===== src/core/sms_pkg.sv =====
package sms_pkg;

  // Datapath widths
  localparam int SAMPLE_W = 16;
  localparam int ENERGY_W = 40;
  localparam int LOG_W    = 10;
  localparam int LOG_FRAC = 4;
  localparam int SNR_W    = 16;
  localparam int SCORE_W  = 20;
  localparam int PROD_W   = 22;

  // Super-frame geometry
  localparam int SF_SAMPLES     = 1024;
  localparam int FRAME_SAMPLES  = 256;
  localparam int SUB_SAMPLES    = 64;
  localparam int FRAMES         = 4;
  localparam int SUBS_PER_FRAME = 4;
  localparam int TRIAL_COUNT    = 11;

  localparam logic [9:0] SF_LAST  = 10'h3ff;
  localparam logic [5:0] SUB_LAST = 6'h3f;
  localparam logic [3:0] TRIAL_FIRST = 4'h1;
  localparam logic [3:0] TRIAL_LAST  = 4'hb;

  // Per-frame mode codes, two bits each
  localparam logic [1:0] MODE_PREDICTIVE_TIME   = 2'h0;
  localparam logic [1:0] MODE_TRANSFORM_SHORT   = 2'h1;
  localparam logic [1:0] MODE_TRANSFORM_DOUBLE  = 2'h2;
  localparam logic [1:0] MODE_TRANSFORM_FULL    = 2'h3;

  // Support and look-ahead per candidate block
  localparam logic [10:0] SUPPORT_SHORT  = 11'h100;
  localparam logic [10:0] SUPPORT_DOUBLE = 11'h200;
  localparam logic [10:0] SUPPORT_FULL   = 11'h400;
  localparam logic [7:0]  LOOK_SHORT     = 8'h20;
  localparam logic [7:0]  LOOK_DOUBLE    = 8'h40;
  localparam logic [7:0]  LOOK_FULL      = 8'h80;

  // 20*log10(2) in Q8, turns log2 ratio into decibels
  localparam logic [10:0] DB_SCALE_Q8 = 11'h605;
  localparam int          DB_FRAC     = 8;

  typedef enum logic [2:0] {
    SMS_IDLE    = 3'b000,
    SMS_ISSUE   = 3'b001,
    SMS_COLLECT = 3'b010,
    SMS_DECIDE  = 3'b011,
    SMS_DONE    = 3'b100
  } sms_state_t;

endpackage : sms_pkg


===== src/core/sms_seg_snr.sv =====
module sms_seg_snr
  import sms_pkg::*;
(
  input  wire logic                       core_clk,
  input  wire logic                       rst_n,
  input  wire logic                       clear,
  input  wire logic                       valid,
  input  wire logic signed [SAMPLE_W-1:0] weighted,
  input  wire logic signed [SAMPLE_W-1:0] synth,
  output logic                            snrValid,
  output logic signed [SNR_W-1:0]         snrValue
);

  logic [ENERGY_W-1:0]        sigEnergy;
  logic [ENERGY_W-1:0]        errEnergy;
  logic [5:0]                 subCount;
  logic [ENERGY_W-1:0]        next_sigEnergy;
  logic [ENERGY_W-1:0]        next_errEnergy;
  logic signed [SAMPLE_W:0]   diff;
  logic signed [LOG_W:0]      logRatio;
  logic signed [PROD_W-1:0]   dbProduct;

  // Coarse log2: leading-one position plus four bits below it
  function automatic logic [LOG_W-1:0] log2q(input logic [ENERGY_W-1:0] x);
    logic [5:0]          pos;
    logic [ENERGY_W-1:0] norm;
    pos = 6'h00;
    for (int i = 0; i < ENERGY_W; i++) begin
      if (x[i]) pos = 6'(i);
    end
    norm = x << (6'(ENERGY_W - 1) - pos);
    return {pos, norm[ENERGY_W-2 -: LOG_FRAC]};
  endfunction : log2q

  // Energies including the current sample
  always_comb begin
    diff           = (SAMPLE_W+1)'(weighted) - (SAMPLE_W+1)'(synth);
    next_sigEnergy = sigEnergy + ENERGY_W'(weighted * weighted);
    next_errEnergy = errEnergy + ENERGY_W'(diff * diff);
    logRatio       = $signed({1'b0, log2q(next_sigEnergy)})
                   - $signed({1'b0, log2q(next_errEnergy)});
    dbProduct      = PROD_W'(logRatio * $signed({1'b0, DB_SCALE_Q8}));
  end

  // Per-subframe accumulation; log of ratio avoids a divider
  always_ff @(posedge core_clk) begin
    if (!rst_n || clear) begin
      sigEnergy <= '0;
      errEnergy <= '0;
      subCount  <= 6'h00;
      snrValid  <= 1'b0;
      snrValue  <= '0;
    end else begin
      snrValid <= 1'b0;
      if (valid) begin
        if (subCount == SUB_LAST) begin
          sigEnergy <= '0;
          errEnergy <= '0;
          subCount  <= 6'h00;
          snrValid  <= 1'b1;
          snrValue  <= SNR_W'(dbProduct >>> DB_FRAC);
        end else begin
          sigEnergy <= next_sigEnergy;
          errEnergy <= next_errEnergy;
          subCount  <= subCount + 6'h01;
        end
      end
    end
  end

  // Helper: samples seen since the last score
  logic [6:0] seenCount;
  always_ff @(posedge core_clk) begin
    if (!rst_n || clear) begin
      seenCount <= 7'h00;
    end else if (snrValid) begin
      seenCount <= {6'h00, valid};
    end else begin
      seenCount <= seenCount + {6'h00, valid};
    end
  end
endmodule : sms_seg_snr


===== src/core/sms_core.sv =====
module sms_core
  import sms_pkg::*;
(
  input  wire logic                       core_clk,
  input  wire logic                       rst_n,
  input  wire logic                       sampleValid,
  input  wire logic                       rxCodesValid,
  input  wire logic [7:0]                 rxCodes,
  input  wire logic                       synValid,
  input  wire logic signed [SAMPLE_W-1:0] synWeighted,
  input  wire logic signed [SAMPLE_W-1:0] synSynth,
  output logic [1:0]                      inFrameIdx,
  output logic                            superFrameDone,
  output logic                            busy,
  output logic                            trialStart,
  output logic [3:0]                      trialNum,
  output logic [1:0]                      trialMode,
  output logic [1:0]                      trialFirstFrame,
  output logic [10:0]                     trialSupport,
  output logic [7:0]                      trialLookahead,
  output logic                            modesValid,
  output logic [7:0]                      modeCodes,
  output logic                            codeLegal,
  output logic                            rxCodesChecked,
  output logic                            rxCodesLegal
);

  sms_state_t                 state;
  logic [9:0]                 sampleCount;
  logic                       sfPending;
  logic [3:0]                 trialIndex;
  logic [4:0]                 subsSeen;
  logic [4:0]                 subsExpected;
  logic signed [SCORE_W-1:0]  trialSum;
  logic signed [SCORE_W-1:0]  keptSum;
  logic signed [SCORE_W-1:0]  frameScore [FRAMES];
  logic [1:0]                 frameCode  [FRAMES];
  logic [FRAMES-1:0]          spanMask;
  logic                       trialWins;
  logic [1:0]                 planFirst;
  logic [1:0]                 planMode;
  logic                       snrValid;
  logic signed [SNR_W-1:0]    snrValue;
  logic [7:0]                 keptCodes;
  logic [3:0]                 trialsRun;

  // A two-bit pair is fine when both are 2 or both below 2
  function automatic logic pair_ok(input logic [1:0] a, input logic [1:0] b);
    return ((a == MODE_TRANSFORM_DOUBLE) && (b == MODE_TRANSFORM_DOUBLE))
        || (!a[1] && !b[1]);
  endfunction : pair_ok

  // Full-block code stands alone; otherwise 5 x 5 pair options
  function automatic logic codes_legal(input logic [7:0] c);
    if (c == {4{MODE_TRANSFORM_FULL}}) begin
      return 1'b1;
    end
    return pair_ok(c[1:0], c[3:2]) && pair_ok(c[5:4], c[7:6]);
  endfunction : codes_legal

  // Trial plan: first frame and mode for each trial number
  function automatic logic [3:0] trial_plan(input logic [3:0] n);
    case (n)
      4'h1:    return {2'h0, MODE_PREDICTIVE_TIME};
      4'h2:    return {2'h0, MODE_TRANSFORM_SHORT};
      4'h3:    return {2'h1, MODE_PREDICTIVE_TIME};
      4'h4:    return {2'h1, MODE_TRANSFORM_SHORT};
      4'h5:    return {2'h0, MODE_TRANSFORM_DOUBLE};
      4'h6:    return {2'h2, MODE_PREDICTIVE_TIME};
      4'h7:    return {2'h2, MODE_TRANSFORM_SHORT};
      4'h8:    return {2'h3, MODE_PREDICTIVE_TIME};
      4'h9:    return {2'h3, MODE_TRANSFORM_SHORT};
      4'ha:    return {2'h2, MODE_TRANSFORM_DOUBLE};
      default: return {2'h0, MODE_TRANSFORM_FULL};
    endcase
  endfunction : trial_plan

  assign {planFirst, planMode} = trial_plan(trialIndex);

  // Sample counting splits the input into super-frames
  always_ff @(posedge core_clk) begin
    if (!rst_n) begin
      sampleCount    <= 10'h000;
      inFrameIdx     <= 2'h0;
      superFrameDone <= 1'b0;
    end else begin
      superFrameDone <= 1'b0;
      if (sampleValid) begin
        sampleCount    <= sampleCount + 10'h001;
        inFrameIdx     <= 2'((sampleCount + 10'h001) >> $clog2(FRAME_SAMPLES));
        superFrameDone <= (sampleCount == SF_LAST);
      end
    end
  end

  // Pending super-frame; a new arrival wins over the take
  always_ff @(posedge core_clk) begin
    if (!rst_n) begin
      sfPending <= 1'b0;
    end else if (superFrameDone) begin
      sfPending <= 1'b1;
    end else if (state == SMS_IDLE) begin
      sfPending <= 1'b0;
    end
  end

  // Scoring of the returned synthesis; cleared before trialStart so no sample is lost
  sms_seg_snr u_seg_snr (
    .core_clk (core_clk),
    .rst_n    (rst_n),
    .clear    (state == SMS_ISSUE),
    .valid    (synValid && (state == SMS_COLLECT)),
    .weighted (synWeighted),
    .synth    (synSynth),
    .snrValid (snrValid),
    .snrValue (snrValue)
  );

  // Frames covered by the running trial
  always_comb begin
    subsExpected = 5'(SUBS_PER_FRAME);
    if (planMode == MODE_TRANSFORM_DOUBLE) begin
      subsExpected = 5'(2 * SUBS_PER_FRAME);
    end else if (planMode == MODE_TRANSFORM_FULL) begin
      subsExpected = 5'(FRAMES * SUBS_PER_FRAME);
    end
    keptSum = '0;
    for (int k = 0; k < FRAMES; k++) begin
      spanMask[k] = (3'(k) >= {1'b0, planFirst})
                 && (5'(k) < 5'(planFirst) + (subsExpected >> $clog2(SUBS_PER_FRAME)));
      if (spanMask[k]) keptSum = keptSum + frameScore[k];
    end
    // Same subframe count on both sides, so sums rank like means
    trialWins = (planMode == MODE_PREDICTIVE_TIME) || (trialSum > keptSum);
  end

  // Trial sequencer
  always_ff @(posedge core_clk) begin
    if (!rst_n) begin
      state      <= SMS_IDLE;
      trialIndex <= TRIAL_FIRST;
      subsSeen   <= 5'h00;
      trialSum   <= '0;
    end else begin
      unique case (state)
        SMS_IDLE: begin
          if (sfPending) begin
            trialIndex <= TRIAL_FIRST;
            state      <= SMS_ISSUE;
          end
        end
        SMS_ISSUE: begin
          subsSeen <= 5'h00;
          trialSum <= '0;
          state    <= SMS_COLLECT;
        end
        SMS_COLLECT: begin
          if (snrValid) begin
            trialSum <= trialSum + SCORE_W'(snrValue);
            subsSeen <= subsSeen + 5'h01;
            if (subsSeen + 5'h01 == subsExpected) state <= SMS_DECIDE;
          end
        end
        SMS_DECIDE: begin
          if (trialIndex == TRIAL_LAST) begin
            state <= SMS_DONE;
          end else begin
            trialIndex <= trialIndex + 4'h1;
            state      <= SMS_ISSUE;
          end
        end
        SMS_DONE: begin
          state <= SMS_IDLE;
        end
        default: begin
          state <= SMS_IDLE;
        end
      endcase
    end
  end

  // Kept choice per frame; a win writes the whole span
  for (genvar k = 0; k < FRAMES; k++) begin : g_frame
    always_ff @(posedge core_clk) begin
      if (!rst_n) begin
        frameScore[k] <= '0;
        frameCode[k]  <= MODE_PREDICTIVE_TIME;
      end else if ((state == SMS_DECIDE) && spanMask[k] && trialWins) begin
        frameCode[k]  <= planMode;
        frameScore[k] <= (2'(k) == planFirst) ? trialSum : '0;
      end
    end
    assign keptCodes[2*k +: 2] = frameCode[k];
  end

  // Request towards the sub-encoders; trialStart pulses one cycle, the fields hold for the whole trial
  always_ff @(posedge core_clk) begin
    if (!rst_n) begin
      trialStart      <= 1'b0;
      trialNum        <= 4'h0;
      trialMode       <= MODE_PREDICTIVE_TIME;
      trialFirstFrame <= 2'h0;
      trialSupport    <= SUPPORT_SHORT;
      trialLookahead  <= LOOK_SHORT;
      busy            <= 1'b0;
    end else begin
      trialStart <= (state == SMS_ISSUE);
      busy       <= (state != SMS_IDLE) || sfPending;
      if (state == SMS_ISSUE) begin
        trialNum        <= trialIndex;
        trialMode       <= planMode;
        trialFirstFrame <= planFirst;
        unique case (planMode)
          MODE_TRANSFORM_DOUBLE: begin
            trialSupport   <= SUPPORT_DOUBLE;
            trialLookahead <= LOOK_DOUBLE;
          end
          MODE_TRANSFORM_FULL: begin
            trialSupport   <= SUPPORT_FULL;
            trialLookahead <= LOOK_FULL;
          end
          MODE_PREDICTIVE_TIME, MODE_TRANSFORM_SHORT: begin
            trialSupport   <= SUPPORT_SHORT;
            trialLookahead <= LOOK_SHORT;
          end
        endcase
      end
    end
  end

  // Final codes: frame k sits in bits 2k+1:2k, one per packet
  always_ff @(posedge core_clk) begin
    if (!rst_n) begin
      modesValid <= 1'b0;
      modeCodes  <= 8'h00;
      codeLegal  <= 1'b0;
    end else begin
      modesValid <= (state == SMS_DONE);
      if (state == SMS_DONE) begin
        modeCodes <= keptCodes;
        codeLegal <= codes_legal(keptCodes);
      end
    end
  end

  // Check of codes gathered from received packets
  always_ff @(posedge core_clk) begin
    if (!rst_n) begin
      rxCodesChecked <= 1'b0;
      rxCodesLegal   <= 1'b0;
    end else begin
      rxCodesChecked <= rxCodesValid;
      if (rxCodesValid) rxCodesLegal <= codes_legal(rxCodes);
    end
  end

  // Helper: trials issued for the current super-frame
  always_ff @(posedge core_clk) begin
    if (!rst_n || (state == SMS_IDLE)) begin
      trialsRun <= 4'h0;
    end else if (trialStart) begin
      trialsRun <= trialsRun + 4'h1;
    end
  end
endmodule : sms_core


===== config.mk =====
export PLATFORM = sky130hd
export DESIGN_NAME = sms_core
export DESIGN_NICKNAME = d
export VERILOG_FILES = /design/src/core/sms_pkg.sv /design/src/core/sms_seg_snr.sv /design/src/core/sms_core.sv
export SDC_FILE = /design/constraint.sdc
export NUM_CORES = 2
export LEC_CHECK = 0
export BUFFER_PORTS_ARGS = -buffer_cell sky130_fd_sc_hd__buf_2
export CORE_MARGIN = 10
export CORE_UTILIZATION = 60
export CTS_CLUSTER_DIAMETER = 60
export CTS_CLUSTER_SIZE = 20
export DETAILED_ROUTE_END_ITERATION = 12
export HOLD_SLACK_MARGIN = 0.06
export PLACE_DENSITY = 0.89
export SLEW_MARGIN = 20
export SYNTH_ARGS = -nofsm -noshare
export SYNTH_HDL_FRONTEND = slang
export SYNTH_SLANG_ARGS = --single-unit
export TNS_END_PERCENT = 100

===== constraint.sdc =====
create_clock -name core_clk -period 18.7 [get_ports core_clk]
set_input_delay 1.87 -clock core_clk [delete_from_list [all_inputs] [get_ports core_clk]]
set_output_delay 1.87 -clock core_clk [all_outputs]
set_load 0.02 [all_outputs]

==> reports/qor.csv <==
metric,value,unit
synthTopCellsByArea,"fa_1 (24%), ha_1 (13%), dfxtp_1 (8.0%)",
portBuffers,75,
worstPathRequired,19210,ps
final_max_slew_viol_count,0,
maxCapViolations,0,
antenna_found_initial,0,
cp-end-kind,register,
synth_top_family_by_area,adder cells,
synth_largest_area_cell,fa_1,
hold_depth,2,
status,finished clean,
start_kind,primary input,
firstDrtPassIters,10,
syn_area,43490,µm²
grt_usage,0.2619,
start_util,0.6063,
path_common_cell,a21o_1,
fill_cells,5178,
finalSetupViolCount,0,
multiInputGateArea,34280,µm²
critPathKind,in -> reg,
root_buffer,clkbuf_16,
path_clk_slew,80,ps
drive_gt1_frac,0.1189,
fin_crit_sh,0.9764,
synth_commonest_cells,"inv_1 (817), fa_1 (525), ha_1 (448)",
grt_pass1_wl,184.2,mm
post_drt_wl_per_cell,18.09,µm
synth_edf_count,88,
synth_seq_area_share,0.1409,
synthMuxAreaShare,0.02302,
startpoint,synWeighted[1],
min_path_type,reg -> reg,
ys_types,109,
synthSimpleGateAreaFrac,0.1547,
final-seq-area,6126,µm²
fp.dieW,289.2,µm
r2r-start,planMode[1],
cts_buffers,26,
finalCriticalPeriod,18260,ps
hold_end,trialMode[1],
syn_area_per_cell,8.515,µm²
drc,0,
synth_xor_area_frac,0.05472,
drt_wl_total,113.3,mm
initialDrtViolationCount,3174,
r2r-end,frameScore[2][12],
dieHeight,289.2,µm
grt_pass1_vias,39050,
fin_area,48140,µm²
postSynthCellCount,5107,
yosys.cell_count.top_type,inv_1,
r2r_cells,47,
ios,89,
worst-path-max-fanout,18,
grt-ovfl-total,0,
cts_tree,done,
whs,463.0,ps
synthAdderAreaFrac,0.3706,
ys_warn_count,0,
arrival,18770,ps
tightestPinTransition,1124,ps
die_area,83650,µm²
utilization,0.6711,
cts_max_level,1,
num-nets-final,6315,
finalClockSkew,52.82,ps
synth_compound_area_frac,0.1637,
slew_headroom,0.2508,
clk_latency,610,ps
ys.flop_type,dfxtp_1,
hold_start,trialMode[1],
fp-row-count,98,
num_antenna_cells,0,
synth-async-reset-ratio,0,
syn2layout_area_growth,10.69,%
ys_ff_latch,262,
routabilityCongestion,0.9502,
max_freq,54.77,MHz
cts.sink_count,262,
place_area,46300,µm²
critPathMaxStageDelay,570,ps
slowest_stage,fa_1,
hold_violations,0,
r2r_slack,7420,ps
clock_path_buffers,3,
grt_max_degree,95,
antenna_left,0,
num_vias,37770,
synth_top_area_frac,0.2417,
dp_hpwl,88.18,mm
core,71730,µm²
vias_per_cell,6.027,
## placed cells by master, fill, tap and decap left out, types with 34 or more instances in the layout
master,instances
nor3_1,67
nand3_1,88
a22oi_1,81
inv_1,808
o21a_1,34
buf_4,262
nor2b_1,39
dfxtp_1,174
and2_1,170
nor2_1,426
a211oi_1,37
fa_1,518
mux2i_1,56
xnor2_1,171
o21ai_0,181
edfxtp_1,88
a21oi_1,222
a21boi_0,41
ha_1,438
nand2_1,405
nand2b_1,42
buf_2,75
xor2_1,83
o21bai_1,39
a21o_1,96
## how the worst max path moves through the flow
stage | to | slack, ps
after floorplan | u_seg_snr.snrValue[13] | 4
after global placement | u_seg_snr.snrValue[13] | -110
after detailed placement | u_seg_snr.snrValue[13] | -850
after CTS | u_seg_snr.snrValue[13] | 3
after global routing | u_seg_snr.snrValue[13] | -400
final | u_seg_snr.snrValue[13] | 440
## kinds of logic after synthesis
group	after synthesis
muxes	94
AOI/OAI and AO/OA	1052
DFF	262
other	1
buffers and inverters	1029
and+or+nand+nor	1426
adders and majority gates	973
xor gates and xnor gates	270
## critical path: cells and delay by family
kind | cells | cell delay, ps
buffers and inverters | 11 | 850
AO/OA/AOI/OAI | 46 | 7310
XOR/XNOR | 5 | 980
adder cells (fa/ha/maj) | 14 | 5430
AND/OR/NAND/NOR | 13 | 1250
multiplexers | 3 | 1030
## area by class of cell
class                           instances  share of cell area
Clock inverter                         20            0.005043
Tap cell                              950             0.02469
Inverter                              830             0.06485
Clock buffer                           28             0.01367
Timing Repair Buffer                  349             0.05243
Multi-Input combinational cell       3828              0.7121
Sequential cell                       262              0.1273
## layer usage
layer / GRT usage / wire, µm
met3: 0.03197 / 7829
met5: 0 / 0
met2: 0.4673 / 57400
met1: 0.3166 / 43300
met4: 0.1064 / 4824
## state kept, by name, indices dropped and copies added (netlist names), 3 cells and up
register and cells:
frameScore 80, u_seg_snr.errEnergy 40, u_seg_snr.sigEnergy 40, trialSum 20
u_seg_snr.snrValue 14, frameCode 8, modeCodes 8, sampleCount 8
u_seg_snr.subCount 6, subsSeen 5, trialIndex 4, trialNum 4
state 3, trialSupport 3
## repair_timing
item / 4_1_cts / 5_1_grt
buffers inserted: 1 / 18
gates resized for setup: 13 / 160
endpoints found under the setup margin: 5 / 11
hold buffers: 0 / 0
pin swaps: 3 / 62
## stage by stage
| step | setup TNS, ps | cells | setup slack [ps] |
|---|---|---|---|
| floorplan | 0 | 5119 | 4.054 |
| global placement | -186.7 | 6200 | -111.8 |
| detailed placement | -4831 | 6200 | -852.0 |
| CTS | 0 | 6249 | 3.139 |
| global route | -1251 | 6267 | -399.3 |
| finish | 0 | 6267 | 440.5 |
Power is left out: the tool's default activity adds up to more than one toggle a clock period on the data nets, which glitch-free logic cannot reach.
